===== src/hw/sst_pkg.sv =====
package sst_pkg;

  // Serial clock select codes and the transmit-only transfer mode.
  localparam logic [2:0] SCK_EXT = 3'h7;
  localparam logic [2:0] SCK_LOWCODE = 3'h0;
  localparam logic [2:0] SCK_FASTEST = 3'h6;
  localparam logic [1:0] MODE_TX = 2'h0;

  // Half-period lengths in core clocks for codes 000 to 110 (fc/2^12 .. fc/2^3).
  localparam logic [11:0] HALF_000 = 12'h800;
  localparam logic [11:0] HALF_001 = 12'h080;
  localparam logic [11:0] HALF_010 = 12'h040;
  localparam logic [11:0] HALF_011 = 12'h020;
  localparam logic [11:0] HALF_100 = 12'h010;
  localparam logic [11:0] HALF_101 = 12'h008;
  localparam logic [11:0] HALF_110 = 12'h004;
  // Half-period of fs/2^4 in low-frequency clock rising edges.
  localparam logic [11:0] HALF_FS = 12'h008;

  // Falls per byte, bit counter field and reset values.
  localparam logic [3:0] BYTE_FALLS = 4'h8;
  localparam logic [3:0] LAST_SHIFT = 4'h7;
  localparam logic [3:0] FIRST_FALL = 4'h1;
  localparam logic [7:0] TXBUF_RST = 8'h00;
  localparam logic DOUT_IDLE = 1'b1;
  localparam logic SCK_IDLE = 1'b1;
  localparam int SYNC_STAGES = 3;

  typedef enum logic [2:0] {ST_IDLE, ST_LEAD, ST_LOW, ST_HIGH, ST_WAIT} sst_state_t;

endpackage : sst_pkg


===== src/hw/sst_clk_if.sv =====
`timescale 1ns/1ps
interface sst_clk_if;
  logic run;
  logic [2:0] clkSel;
  logic prescSel;
  logic slowMode;
  logic halfTick;
  logic extRise;
  logic extFall;
  logic clkValid;
  modport gen (input run, clkSel, prescSel, slowMode,
               output halfTick, extRise, extFall, clkValid);
  modport core (output run, clkSel, prescSel, slowMode,
                input halfTick, extRise, extFall, clkValid);
endinterface : sst_clk_if


===== src/hw/sst_clk_gen.sv =====
`timescale 1ns/1ps
module sst_clk_gen #(
  parameter int DIV_W = 12
) (
  input wire logic core_clk,
  input wire logic srst,
  input wire logic serialClockPinIn,
  input wire logic lowFreqClkIn,
  sst_clk_if.gen clkBus
);

  if (DIV_W < 12) begin : g_chk
    $error("sst_clk_gen: DIV_W must be at least 12");
  end

  ////////////////////////////////////////////////////////////////////////////
  // Pin synchronisers: index 0 is the external serial clock, 1 the fs clock.
  logic [1:0] pinIn;
  logic [1:0] lvl_r;
  logic [1:0] lvl_nxt;
  logic [1:0] rise_r;
  logic [1:0] fall_r;
  assign pinIn = {lowFreqClkIn, serialClockPinIn};

  for (genvar i = 0; i < 2; i++) begin : g_sync
    logic [sst_pkg::SYNC_STAGES-1:0] stg_r;
    always_ff @(posedge core_clk) begin
      if (srst) begin
        stg_r <= '1;
      end else begin
        stg_r <= {stg_r[sst_pkg::SYNC_STAGES-2:0], pinIn[i]};
      end
    end
    // A change counts once the second and third stages agree.
    assign lvl_nxt[i] = (stg_r[1] == stg_r[2]) ? stg_r[1] : lvl_r[i];
    always_ff @(posedge core_clk) begin
      if (srst) begin
        lvl_r[i] <= 1'b1;
        rise_r[i] <= 1'b0;
        fall_r[i] <= 1'b0;
      end else begin
        lvl_r[i] <= lvl_nxt[i];
        rise_r[i] <= lvl_nxt[i] & ~lvl_r[i];
        fall_r[i] <= ~lvl_nxt[i] & lvl_r[i];
      end
    end
  end

  assign clkBus.extRise = rise_r[0];
  assign clkBus.extFall = fall_r[0];

  ////////////////////////////////////////////////////////////////////////////
  // Internal rate selection and half-period divider.
  logic useFs;
  logic [DIV_W-1:0] halfLim;
  logic [DIV_W-1:0] cnt_r;
  logic step;
  logic tick_r;

  assign useFs = (clkBus.clkSel == sst_pkg::SCK_LOWCODE) &&
                 (clkBus.prescSel || clkBus.slowMode);
  // In slow modes only the fs code is a valid internal rate; codes 001 to 110 are reserved.
  assign clkBus.clkValid = !clkBus.slowMode || (clkBus.clkSel == sst_pkg::SCK_LOWCODE);

  always_comb begin
    case (clkBus.clkSel)
      3'h0: halfLim = DIV_W'(useFs ? sst_pkg::HALF_FS : sst_pkg::HALF_000);
      3'h1: halfLim = DIV_W'(sst_pkg::HALF_001);
      3'h2: halfLim = DIV_W'(sst_pkg::HALF_010);
      3'h3: halfLim = DIV_W'(sst_pkg::HALF_011);
      3'h4: halfLim = DIV_W'(sst_pkg::HALF_100);
      3'h5: halfLim = DIV_W'(sst_pkg::HALF_101);
      3'h6: halfLim = DIV_W'(sst_pkg::HALF_110);
      default: halfLim = DIV_W'(sst_pkg::HALF_110);
    endcase
  end

  assign step = useFs ? rise_r[1] : 1'b1;

  always_ff @(posedge core_clk) begin
    if (srst || !clkBus.run) begin
      cnt_r <= '0;
      tick_r <= 1'b0;
    end else begin
      tick_r <= step && (cnt_r == halfLim - DIV_W'(1));
      if (step) begin
        cnt_r <= (cnt_r == halfLim - DIV_W'(1)) ? '0 : cnt_r + DIV_W'(1);
      end
    end
  end

  assign clkBus.halfTick = tick_r;

endmodule : sst_clk_gen


===== src/hw/sst_top.sv =====
`timescale 1ns/1ps
// How it works
// - Non-external codes drive serial clock out.
// - Internal clock idles high outside transfers.
// - Missing next byte stops internal clock, waits.
// - Clock resumes within one period after write.
// - Codes divide fc or fs as tabled.
// - External code shifts on pin-supplied clock.
// - Shift out on fall, sample on rise.
// - Direction bit picks MSB or LSB first.
// - Mode code 00 selects transmit only.
// - Busy flag sets at serial clock fall.
// - Monitor flag high first to eighth fall.
// - Write clears empty; rise sets; fall interrupts.
// - Internal start waits for buffered byte.
// - Internal start loads within one period.
// - External start loads on first fall.
// - Byte written in time follows seamlessly.
// - External clock: empty buffer at shift flags underrun, interrupt.
// - Start cleared: finish byte, idle, data high.
// - Inhibit stops at once, resets everything.
module sst_top (
  input wire logic core_clk,
  input wire logic srst,
  input wire logic [2:0] clockSelect,
  input wire logic prescalerSourceSelect,
  input wire logic slowMode,
  input wire logic bitOrderSelect,
  input wire logic [1:0] transferModeField,
  input wire logic startWrite,
  input wire logic startWriteValue,
  input wire logic inhibitWrite,
  input wire logic txWrite,
  input wire logic [7:0] txWriteData,
  input wire logic txErrClear,
  input wire logic serialClockPinIn,
  input wire logic lowFreqClkIn,
  output logic serialClockPinOut,
  output logic serialClockPinOe,
  output logic serialDataOutPin,
  output logic transferStartBit,
  output logic operationStatusFlag,
  output logic clockCountMonitorFlag,
  output logic txBufferEmpty,
  output logic txUnderrunErrorFlag,
  output logic serialInterruptRequest
);

  ////////////////////////////////////////////////////////////////////////////
  // Clock generator.
  sst_clk_if clkBus ();

  sst_pkg::sst_state_t st_r;
  logic internal;
  logic riseEv;
  logic fallEv;

  assign internal = (clockSelect != sst_pkg::SCK_EXT);
  assign clkBus.run = (st_r != sst_pkg::ST_IDLE);
  assign clkBus.clkSel = clockSelect;
  assign clkBus.prescSel = prescalerSourceSelect;
  assign clkBus.slowMode = slowMode;

  sst_clk_gen #(.DIV_W(12)) sst_clk_gen_i (
    .core_clk(core_clk),
    .srst(srst),
    .serialClockPinIn(serialClockPinIn),
    .lowFreqClkIn(lowFreqClkIn),
    .clkBus(clkBus)
  );

  // Rising and falling edges come from the divider or from the pin.
  assign riseEv = internal ? clkBus.halfTick : clkBus.extRise;
  assign fallEv = internal ? clkBus.halfTick : clkBus.extFall;

  ////////////////////////////////////////////////////////////////////////////
  // Transfer events.
  logic [7:0] txBuf_r;
  logic [7:0] sh_r;
  logic [3:0] bitCnt_r;
  logic bufValid_r;
  logic loadPend_r;
  logic irqPend_r;
  logic modeTx;
  logic startInt;
  logic loadEv;
  logic shiftEv;
  logic stopEv;
  logic goWait;
  logic acceptWr;
  logic underrunEv;
  logic byteDone;

  assign modeTx = (transferModeField == sst_pkg::MODE_TX);
  assign byteDone = (bitCnt_r == sst_pkg::BYTE_FALLS);
  assign acceptWr = txWrite && txBufferEmpty && !inhibitWrite;
  assign startInt = (st_r == sst_pkg::ST_IDLE) && internal && clkBus.clkValid &&
                    transferStartBit && bufValid_r && modeTx;
  assign loadEv = ((st_r == sst_pkg::ST_LEAD) && clkBus.halfTick) ||
                  ((st_r == sst_pkg::ST_IDLE) && !internal && transferStartBit &&
                   modeTx && clkBus.extFall) ||
                  ((st_r == sst_pkg::ST_HIGH) && byteDone && transferStartBit && fallEv &&
                   (bufValid_r || !internal));
  assign goWait = (st_r == sst_pkg::ST_HIGH) && byteDone && transferStartBit &&
                  internal && !bufValid_r;
  assign shiftEv = (st_r == sst_pkg::ST_HIGH) && !byteDone && fallEv;
  // Stopping one cycle after the eighth rise keeps the last bit stable at that rise.
  assign stopEv = ((st_r == sst_pkg::ST_HIGH) && byteDone && !transferStartBit) ||
                  ((st_r == sst_pkg::ST_WAIT) && !transferStartBit);
  assign underrunEv = loadEv && !bufValid_r;

  ////////////////////////////////////////////////////////////////////////////
  // Sequencer, serial clock and shift register.
  always_ff @(posedge core_clk) begin
    if (srst || inhibitWrite) begin
      st_r <= sst_pkg::ST_IDLE;
      serialClockPinOut <= sst_pkg::SCK_IDLE;
      serialDataOutPin <= sst_pkg::DOUT_IDLE;
      sh_r <= sst_pkg::TXBUF_RST;
      bitCnt_r <= '0;
    end else begin
      if (loadEv) begin
        st_r <= sst_pkg::ST_LOW;
        serialClockPinOut <= !internal ? sst_pkg::SCK_IDLE : 1'b0;
        sh_r <= txBuf_r;
        serialDataOutPin <= bitOrderSelect ? txBuf_r[0] : txBuf_r[7];
        bitCnt_r <= sst_pkg::FIRST_FALL;
      end else if (shiftEv) begin
        st_r <= sst_pkg::ST_LOW;
        serialClockPinOut <= !internal;
        sh_r <= bitOrderSelect ? (sh_r >> 1) : (sh_r << 1);
        serialDataOutPin <= bitOrderSelect ? sh_r[1] : sh_r[6];
        bitCnt_r <= bitCnt_r + 4'h1;
      end else if (stopEv) begin
        st_r <= sst_pkg::ST_IDLE;
        serialClockPinOut <= sst_pkg::SCK_IDLE;
        serialDataOutPin <= sst_pkg::DOUT_IDLE;
      end else if (goWait) begin
        st_r <= sst_pkg::ST_WAIT;
      end else if (startInt) begin
        st_r <= sst_pkg::ST_LEAD;
      end else if ((st_r == sst_pkg::ST_WAIT) && bufValid_r) begin
        st_r <= sst_pkg::ST_LEAD;
      end else if ((st_r == sst_pkg::ST_LOW) && riseEv) begin
        st_r <= sst_pkg::ST_HIGH;
        serialClockPinOut <= sst_pkg::SCK_IDLE;
      end
    end
  end

  always_ff @(posedge core_clk) begin
    if (srst) begin
      serialClockPinOe <= 1'b0;
    end else begin
      serialClockPinOe <= internal;
    end
  end

  ////////////////////////////////////////////////////////////////////////////
  // Transmit buffer and empty flag.
  always_ff @(posedge core_clk) begin
    if (srst || inhibitWrite) begin
      txBuf_r <= sst_pkg::TXBUF_RST;
      bufValid_r <= 1'b0;
      txBufferEmpty <= 1'b1;
      loadPend_r <= 1'b0;
    end else begin
      if (acceptWr) begin
        txBuf_r <= txWriteData;
      end
      bufValid_r <= acceptWr || (bufValid_r && !loadEv);
      if (loadEv) begin
        loadPend_r <= 1'b1;
      end else if ((st_r == sst_pkg::ST_LOW) && riseEv) begin
        loadPend_r <= 1'b0;
      end
      // The set at the rising edge wins over a write in the same cycle.
      if (loadPend_r && (st_r == sst_pkg::ST_LOW) && riseEv) begin
        txBufferEmpty <= 1'b1;
      end else if (acceptWr) begin
        txBufferEmpty <= 1'b0;
      end
    end
  end

  ////////////////////////////////////////////////////////////////////////////
  // Start bit, status flags, underrun and interrupt request.
  always_ff @(posedge core_clk) begin
    if (srst || inhibitWrite) begin
      transferStartBit <= 1'b0;
      operationStatusFlag <= 1'b0;
      clockCountMonitorFlag <= 1'b0;
      txUnderrunErrorFlag <= 1'b0;
      irqPend_r <= 1'b0;
      serialInterruptRequest <= 1'b0;
    end else begin
      if (startWrite) begin
        transferStartBit <= startWriteValue;
      end
      if (loadEv) begin
        operationStatusFlag <= 1'b1;
      end else if (stopEv) begin
        operationStatusFlag <= 1'b0;
      end
      if (loadEv) begin
        clockCountMonitorFlag <= 1'b1;
      end else if (shiftEv && (bitCnt_r == sst_pkg::LAST_SHIFT)) begin
        clockCountMonitorFlag <= 1'b0;
      end
      // Hardware setting the error wins over a software clear.
      if (underrunEv) begin
        txUnderrunErrorFlag <= 1'b1;
      end else if (txErrClear) begin
        txUnderrunErrorFlag <= 1'b0;
      end
      if (loadPend_r && (st_r == sst_pkg::ST_LOW) && riseEv) begin
        irqPend_r <= 1'b1;
      end else if (loadEv || shiftEv) begin
        irqPend_r <= 1'b0;
      end
      serialInterruptRequest <= underrunEv || (irqPend_r && (loadEv || shiftEv));
    end
  end

  ////////////////////////////////////////////////////////////////////////////
  // Checks.
  property p_int_drive;
    @(posedge core_clk) disable iff (srst)
    (clockSelect != sst_pkg::SCK_EXT) |=> serialClockPinOe;
  endproperty
  a_int_drive: assert property (p_int_drive) else $error("serial clock not driven");

  property p_idle_high;
    @(posedge core_clk) disable iff (srst)
    (st_r == sst_pkg::ST_IDLE) |-> serialClockPinOut && serialDataOutPin;
  endproperty
  a_idle_high: assert property (p_idle_high) else $error("idle pins not high");

  property p_wait_high;
    @(posedge core_clk) disable iff (srst)
    (st_r == sst_pkg::ST_WAIT) |-> serialClockPinOut && !loadEv;
  endproperty
  a_wait_high: assert property (p_wait_high) else $error("clock moved during wait");

  property p_wait_release;
    @(posedge core_clk) disable iff (srst || inhibitWrite)
    ((st_r == sst_pkg::ST_WAIT) && bufValid_r && transferStartBit &&
     (clockSelect == sst_pkg::SCK_FASTEST)) |-> ##[1:8] !serialClockPinOut;
  endproperty
  a_wait_release: assert property (p_wait_release) else $error("wait not released in time");

  property p_mode_gate;
    @(posedge core_clk) disable iff (srst)
    ((st_r == sst_pkg::ST_IDLE) && !modeTx) |=> (st_r == sst_pkg::ST_IDLE);
  endproperty
  a_mode_gate: assert property (p_mode_gate) else $error("started outside transmit mode");

  property p_busy_at_fall;
    @(posedge core_clk) disable iff (srst)
    ($rose(operationStatusFlag) && internal) |-> $fell(serialClockPinOut);
  endproperty
  a_busy_at_fall: assert property (p_busy_at_fall) else $error("busy flag off the fall");

  property p_monitor_span;
    @(posedge core_clk) disable iff (srst)
    $fell(clockCountMonitorFlag) && !$past(inhibitWrite) && !$past(srst) |->
      (bitCnt_r == sst_pkg::BYTE_FALLS);
  endproperty
  a_monitor_span: assert property (p_monitor_span) else $error("monitor fell early");

  property p_write_clears;
    @(posedge core_clk) disable iff (srst)
    (acceptWr && !(loadPend_r && (st_r == sst_pkg::ST_LOW) && riseEv)) |=> !txBufferEmpty;
  endproperty
  a_write_clears: assert property (p_write_clears) else $error("write left empty set");

  property p_no_byte_no_start;
    @(posedge core_clk) disable iff (srst)
    ((st_r == sst_pkg::ST_IDLE) && internal && !bufValid_r) |=> (st_r == sst_pkg::ST_IDLE);
  endproperty
  a_no_byte_no_start: assert property (p_no_byte_no_start) else $error("started empty");

  property p_underrun_irq;
    @(posedge core_clk) disable iff (srst)
    $rose(txUnderrunErrorFlag) |-> serialInterruptRequest;
  endproperty
  a_underrun_irq: assert property (p_underrun_irq) else $error("underrun without request");

  property p_stop_state;
    @(posedge core_clk) disable iff (srst)
    (st_r != sst_pkg::ST_IDLE) ##1 (st_r == sst_pkg::ST_IDLE) |->
      !operationStatusFlag && serialDataOutPin;
  endproperty
  a_stop_state: assert property (p_stop_state) else $error("stop left flags set");

  property p_inhibit;
    @(posedge core_clk) disable iff (srst)
    inhibitWrite |=> (st_r == sst_pkg::ST_IDLE) && !transferStartBit && txBufferEmpty &&
                     !txUnderrunErrorFlag;
  endproperty
  a_inhibit: assert property (p_inhibit) else $error("inhibit did not reset");

  c_back_to_back: cover property (@(posedge core_clk) disable iff (srst)
    (st_r == sst_pkg::ST_HIGH) && byteDone && loadEv && bufValid_r);
  c_underrun: cover property (@(posedge core_clk) disable iff (srst) underrunEv);
  c_auto_wait: cover property (@(posedge core_clk) disable iff (srst)
    (st_r == sst_pkg::ST_WAIT) ##1 (st_r == sst_pkg::ST_LEAD));

endmodule : sst_top


===== config.mk =====
export PLATFORM = sky130hd
export DESIGN_NAME = sst_top
export DESIGN_NICKNAME = d
export VERILOG_FILES = /design/src/hw/sst_pkg.sv /design/src/hw/sst_clk_if.sv /design/src/hw/sst_clk_gen.sv /design/src/hw/sst_top.sv
export SDC_FILE = /design/constraint.sdc
export NUM_CORES = 1
export LEC_CHECK = 0
export BUFFER_PORTS_ARGS = -buffer_cell sky130_fd_sc_hd__clkbuf_2
export CORE_UTILIZATION = 45
export CTS_CLUSTER_SIZE = 30
export DETAILED_ROUTE_END_ITERATION = 12
export GPL_TIMING_DRIVEN = 0
export PLACE_DENSITY_LB_ADDON = 0.1
export SYNTH_ARGS = -nofsm -noshare
export SYNTH_HDL_FRONTEND = slang
export SYNTH_SLANG_ARGS = --single-unit

===== constraint.sdc =====
create_clock -name core_clk -period 2.4 [get_ports core_clk]
set_input_delay 0 -clock core_clk [delete_from_list [all_inputs] [get_ports core_clk]]
set_output_delay 0 -clock core_clk [all_outputs]
set_load 0.005 [all_outputs]

==> flow_summary.json <==
{
  "status": "finished, final reports clean",
  "synth_edf_count": 0,
  "yosysWarningCount": 0,
  "p_int_w": 0.00154,
  "track_usage_pct": 19.8,
  "n_fill_cell": 540,
  "worstMarginPinSlew_ps": 601,
  "clkPwrFrac_pct": 43.4,
  "num_vias": 2314,
  "path_cells": "inv_1 -> ha_1 -> and3b_1 -> a211oi_1 -> clkbuf_1 -> nand2_1 -> o211ai_1 -> a21oi_1",
  "drive_gt1_share_pct": 17.0,
  "final-seq-area_sq_mm": 0.00118,
  "cts_buffers": 9,
  "syn_nets": 345,
  "drt-total-wl_um": 5660,
  "path_max_fanout": 10,
  "yosys.area.top_type": "dfxtp_1",
  "startpoint_type": "flip-flop",
  "post-route-util_pct": 57.9,
  "slew-limit-headroom_pct": 60.0,
  "fin_skew_ps": 7.95,
  "cts_tree": "built",
  "wire_per_inst_um": 12.6,
  "place_hpwl_um": 3870,
  "seqPwrFrac_pct": 50.6,
  "multi_input_comb_area_sq_mm": 0.00138,
  "worstPathArrival_ps": 2390,
  "fin_crit_ps": 2200,
  "ant_nets": 0,
  "cts_root_buffer": "clkbuf_8",
  "coreArea_sq_mm": 0.00561,
  "critPathKind": "reg2reg",
  "netlist_area_sq_mm": 0.00268,
  "rows": 27,
  "crit_path_end_kind": "flip-flop",
  "clock_latency_ps": 330,
  "synthArstFlopShare_pct": 0,
  "drtPass1Iterations": 4,
  "synth_top_cell_area_share_pct": 44.2,
  "crit_path_top_delay_cell": "a211oi_1",
  "die_area_sq_mm": 0.00626,
  "crit_required_ps": 2590,
  "dieHeight_um": 79.1,
  "synthCells": 317,
  "die_width_um": 79.1,
  "placedInstanceArea_sq_mm": 0.00292,
  "holdCritPathClass": "in2reg",
  "initial_core_util_pct": 47.7,
  "max-vdd-ir-drop_mv": 0.363,
  "grt_pass1_vias": 2074,
  "fin_setup_tns_ps": 0,
  "synth_ff_type": "dfxtp_1",
  "cpPeakStageDelay_ps": 500,
  "drt_iter0_drc": 86,
  "dpl.cell_count": 419,
  "cts_buffer_depth": 2,
  "post_cts_resized": 0,
  "syn2layout_area_growth_pct": 21.4,
  "p_comb_share_pct": 6.0,
  "min_period_over_period_pct": 91.6,
  "grt_pass1_wl_um": 9540,
  "drcViolationCount": 0,
  "yosys-top-cells-area": "dfxtp_1 44%, a21oi_1 6.0%, nand2_1 5.5%",
  "routed_via_density": 5.17,
  "ys_seq_area_share_pct": 44.2,
  "switching_share_pct": 21.9,
  "gp_congestion": 0.861,
  "powerDensity_mw_per_mm2": 608,
  "antenna_found_initial": 0,
  "layout.nets": 401,
  "htree_num_levels": 3,
  "synth.distinct_cells": 48,
  "whs_ps": 21.5,
  "grt_max_degree": 11,
  "port_buffers": 30,
  "stdcell_count": 448,
  "netSwitchingPower_w": 0.000432,
  "leakage_nw": 1.21,
  "rsz0062_at_grt": "no",
  "avgSynthCellArea_sq_um": 8.44,
  "antenna_cells": 0,
  "clock_sinks": 59,
  "final_area_sq_mm": 0.00325,
  "maxCapViolCount": 0,
  "slew_violations": 0,
  "synth_seq_cells": 59,
  "setup_viol": 0,
  "hold_viol": 0,
  "fmax_ghz": 0.455,
  "io_pins": 34,
  "grt_remaining_overflow": 0,
  "path_clk_slew_ps": 60
}
cell families (layout without fill, tap and decap cells):
logic type	after synthesis	after routing	synth area share, %
adder cells (fa/ha/maj)	3	3	1.40
buffers and inverters	23	82	4.12
XOR/XNOR	14	14	4.58
AND/OR/NAND/NOR	139	139	26.2
flip-flops	59	59	44.2
AO/OA/AOI/OAI	68	68	15.4
multiplexers	11	11	4.12
registers in the layout, summed over array words and instances, names as in the netlist, 2 cells and up:
| name | flops |
|---|---|
| bitCnt_r | 4 |
| sst_clk_gen_i.cnt_r | 12 |
| sh_r | 8 |
| txBuf_r | 8 |
| sst_clk_gen_i.g_sync.stg_r | 6 |
| sst_clk_gen_i.lvl_r | 2 |
| st_r | 3 |
worst max-delay path: cells and delay by family (launching register included):
family	cells	cell delay, ps
compound gates	3	680
fa+ha+maj	1	190
buf+inv	2	470
flops	1	390
simple gates	2	320
synthesized netlist by cell type, drive strengths merged (5+ instances only):
cell type and count:
mux2i 11, nand2 39, xor2 8, clkbuf 12
inv 6, nand2b 10, a21oi 34, xnor2 6
nand4 9, o211ai 6, dfxtp 59, o21ai 9
nor2 29, buf 5, nor2b 5, nand3 13
nor3 6, or2 10
layout by cell type, fill, tap and decap left out, drive strengths merged, types with 8 or more instances in the layout:
cell / synthesis / routed
nand3: 13 / 13
xor2: 8 / 8
nand2b: 10 / 10
dlygate4sd3: 0 / 15
nor2: 29 / 29
clkbuf: 12 / 53
a21oi: 34 / 34
mux2i: 11 / 11
dfxtp: 59 / 59
o21ai: 9 / 9
nand2: 39 / 39
or2: 10 / 10
nand4: 9 / 9
timing repair:
item | 4_1_cts | 5_1_grt
endpoints found under the setup margin | 0 | 0
setup buffers | 0 | 0
hold buffers | 15 | 0
endpoints found under the hold margin | 14 | 0
path summary, 6_finish.rpt:
kind                                    start                                to  slack [ps]  cells past startpoint
max                               bitCnt_r[0]                           sh_r[6]         200                      8
min                            clockSelect[1]                 serialClockPinOut          20                      3
max reg2reg                       bitCnt_r[0]                           sh_r[6]         200                      8
min reg2reg  sst_clk_gen_i.g_sync[0].stg_r[0]  sst_clk_gen_i.g_sync[0].stg_r[1]         410                      1
metrics by stage:
stage,worst slack (ps),power (W)
after floorplan,564,0.00108
after global placement,225,0.00112
after detailed placement,229,0.00112
after CTS,214,0.00200
after global routing,20.8,0.00205
final,202,0.00198
final cells by class:
class                           instances  area share, %
Tap cell                               72           2.77
Sequential cell                        59           36.4
Inverter                                6          0.694
Multi-Input combinational cell        235           42.6
Timing Repair Buffer                   45           9.25
Clock buffer                           11           4.35
Buffer                                 17           2.70
Clock inverter                          3           1.23
power by group through the flow:
stage / Combinational, W / Clock, W / Sequential (W)
finish: 0.000119 / 0.000858 / 0.000999
global route: 0.000132 / 0.000918 / 0.00100
CTS: 0.000118 / 0.000881 / 0.000999
detailed placement: 0.0000983 / 0 / 0.00102
global placement: 0.0000968 / 0 / 0.00102
floorplan: 0.0000620 / 0 / 0.00102
per-layer routing:
| metal | global-route usage (%) | routed length [um] |
|---|---|---|
| met1 | 26.7 | 2960 |
| met2 | 30.3 | 2470 |
| met3 | 6.55 | 161 |
| met4 | 5.45 | 64 |
| met5 | 0 | 0 |
No activity file was read; power rests on OpenSTA's default activity.
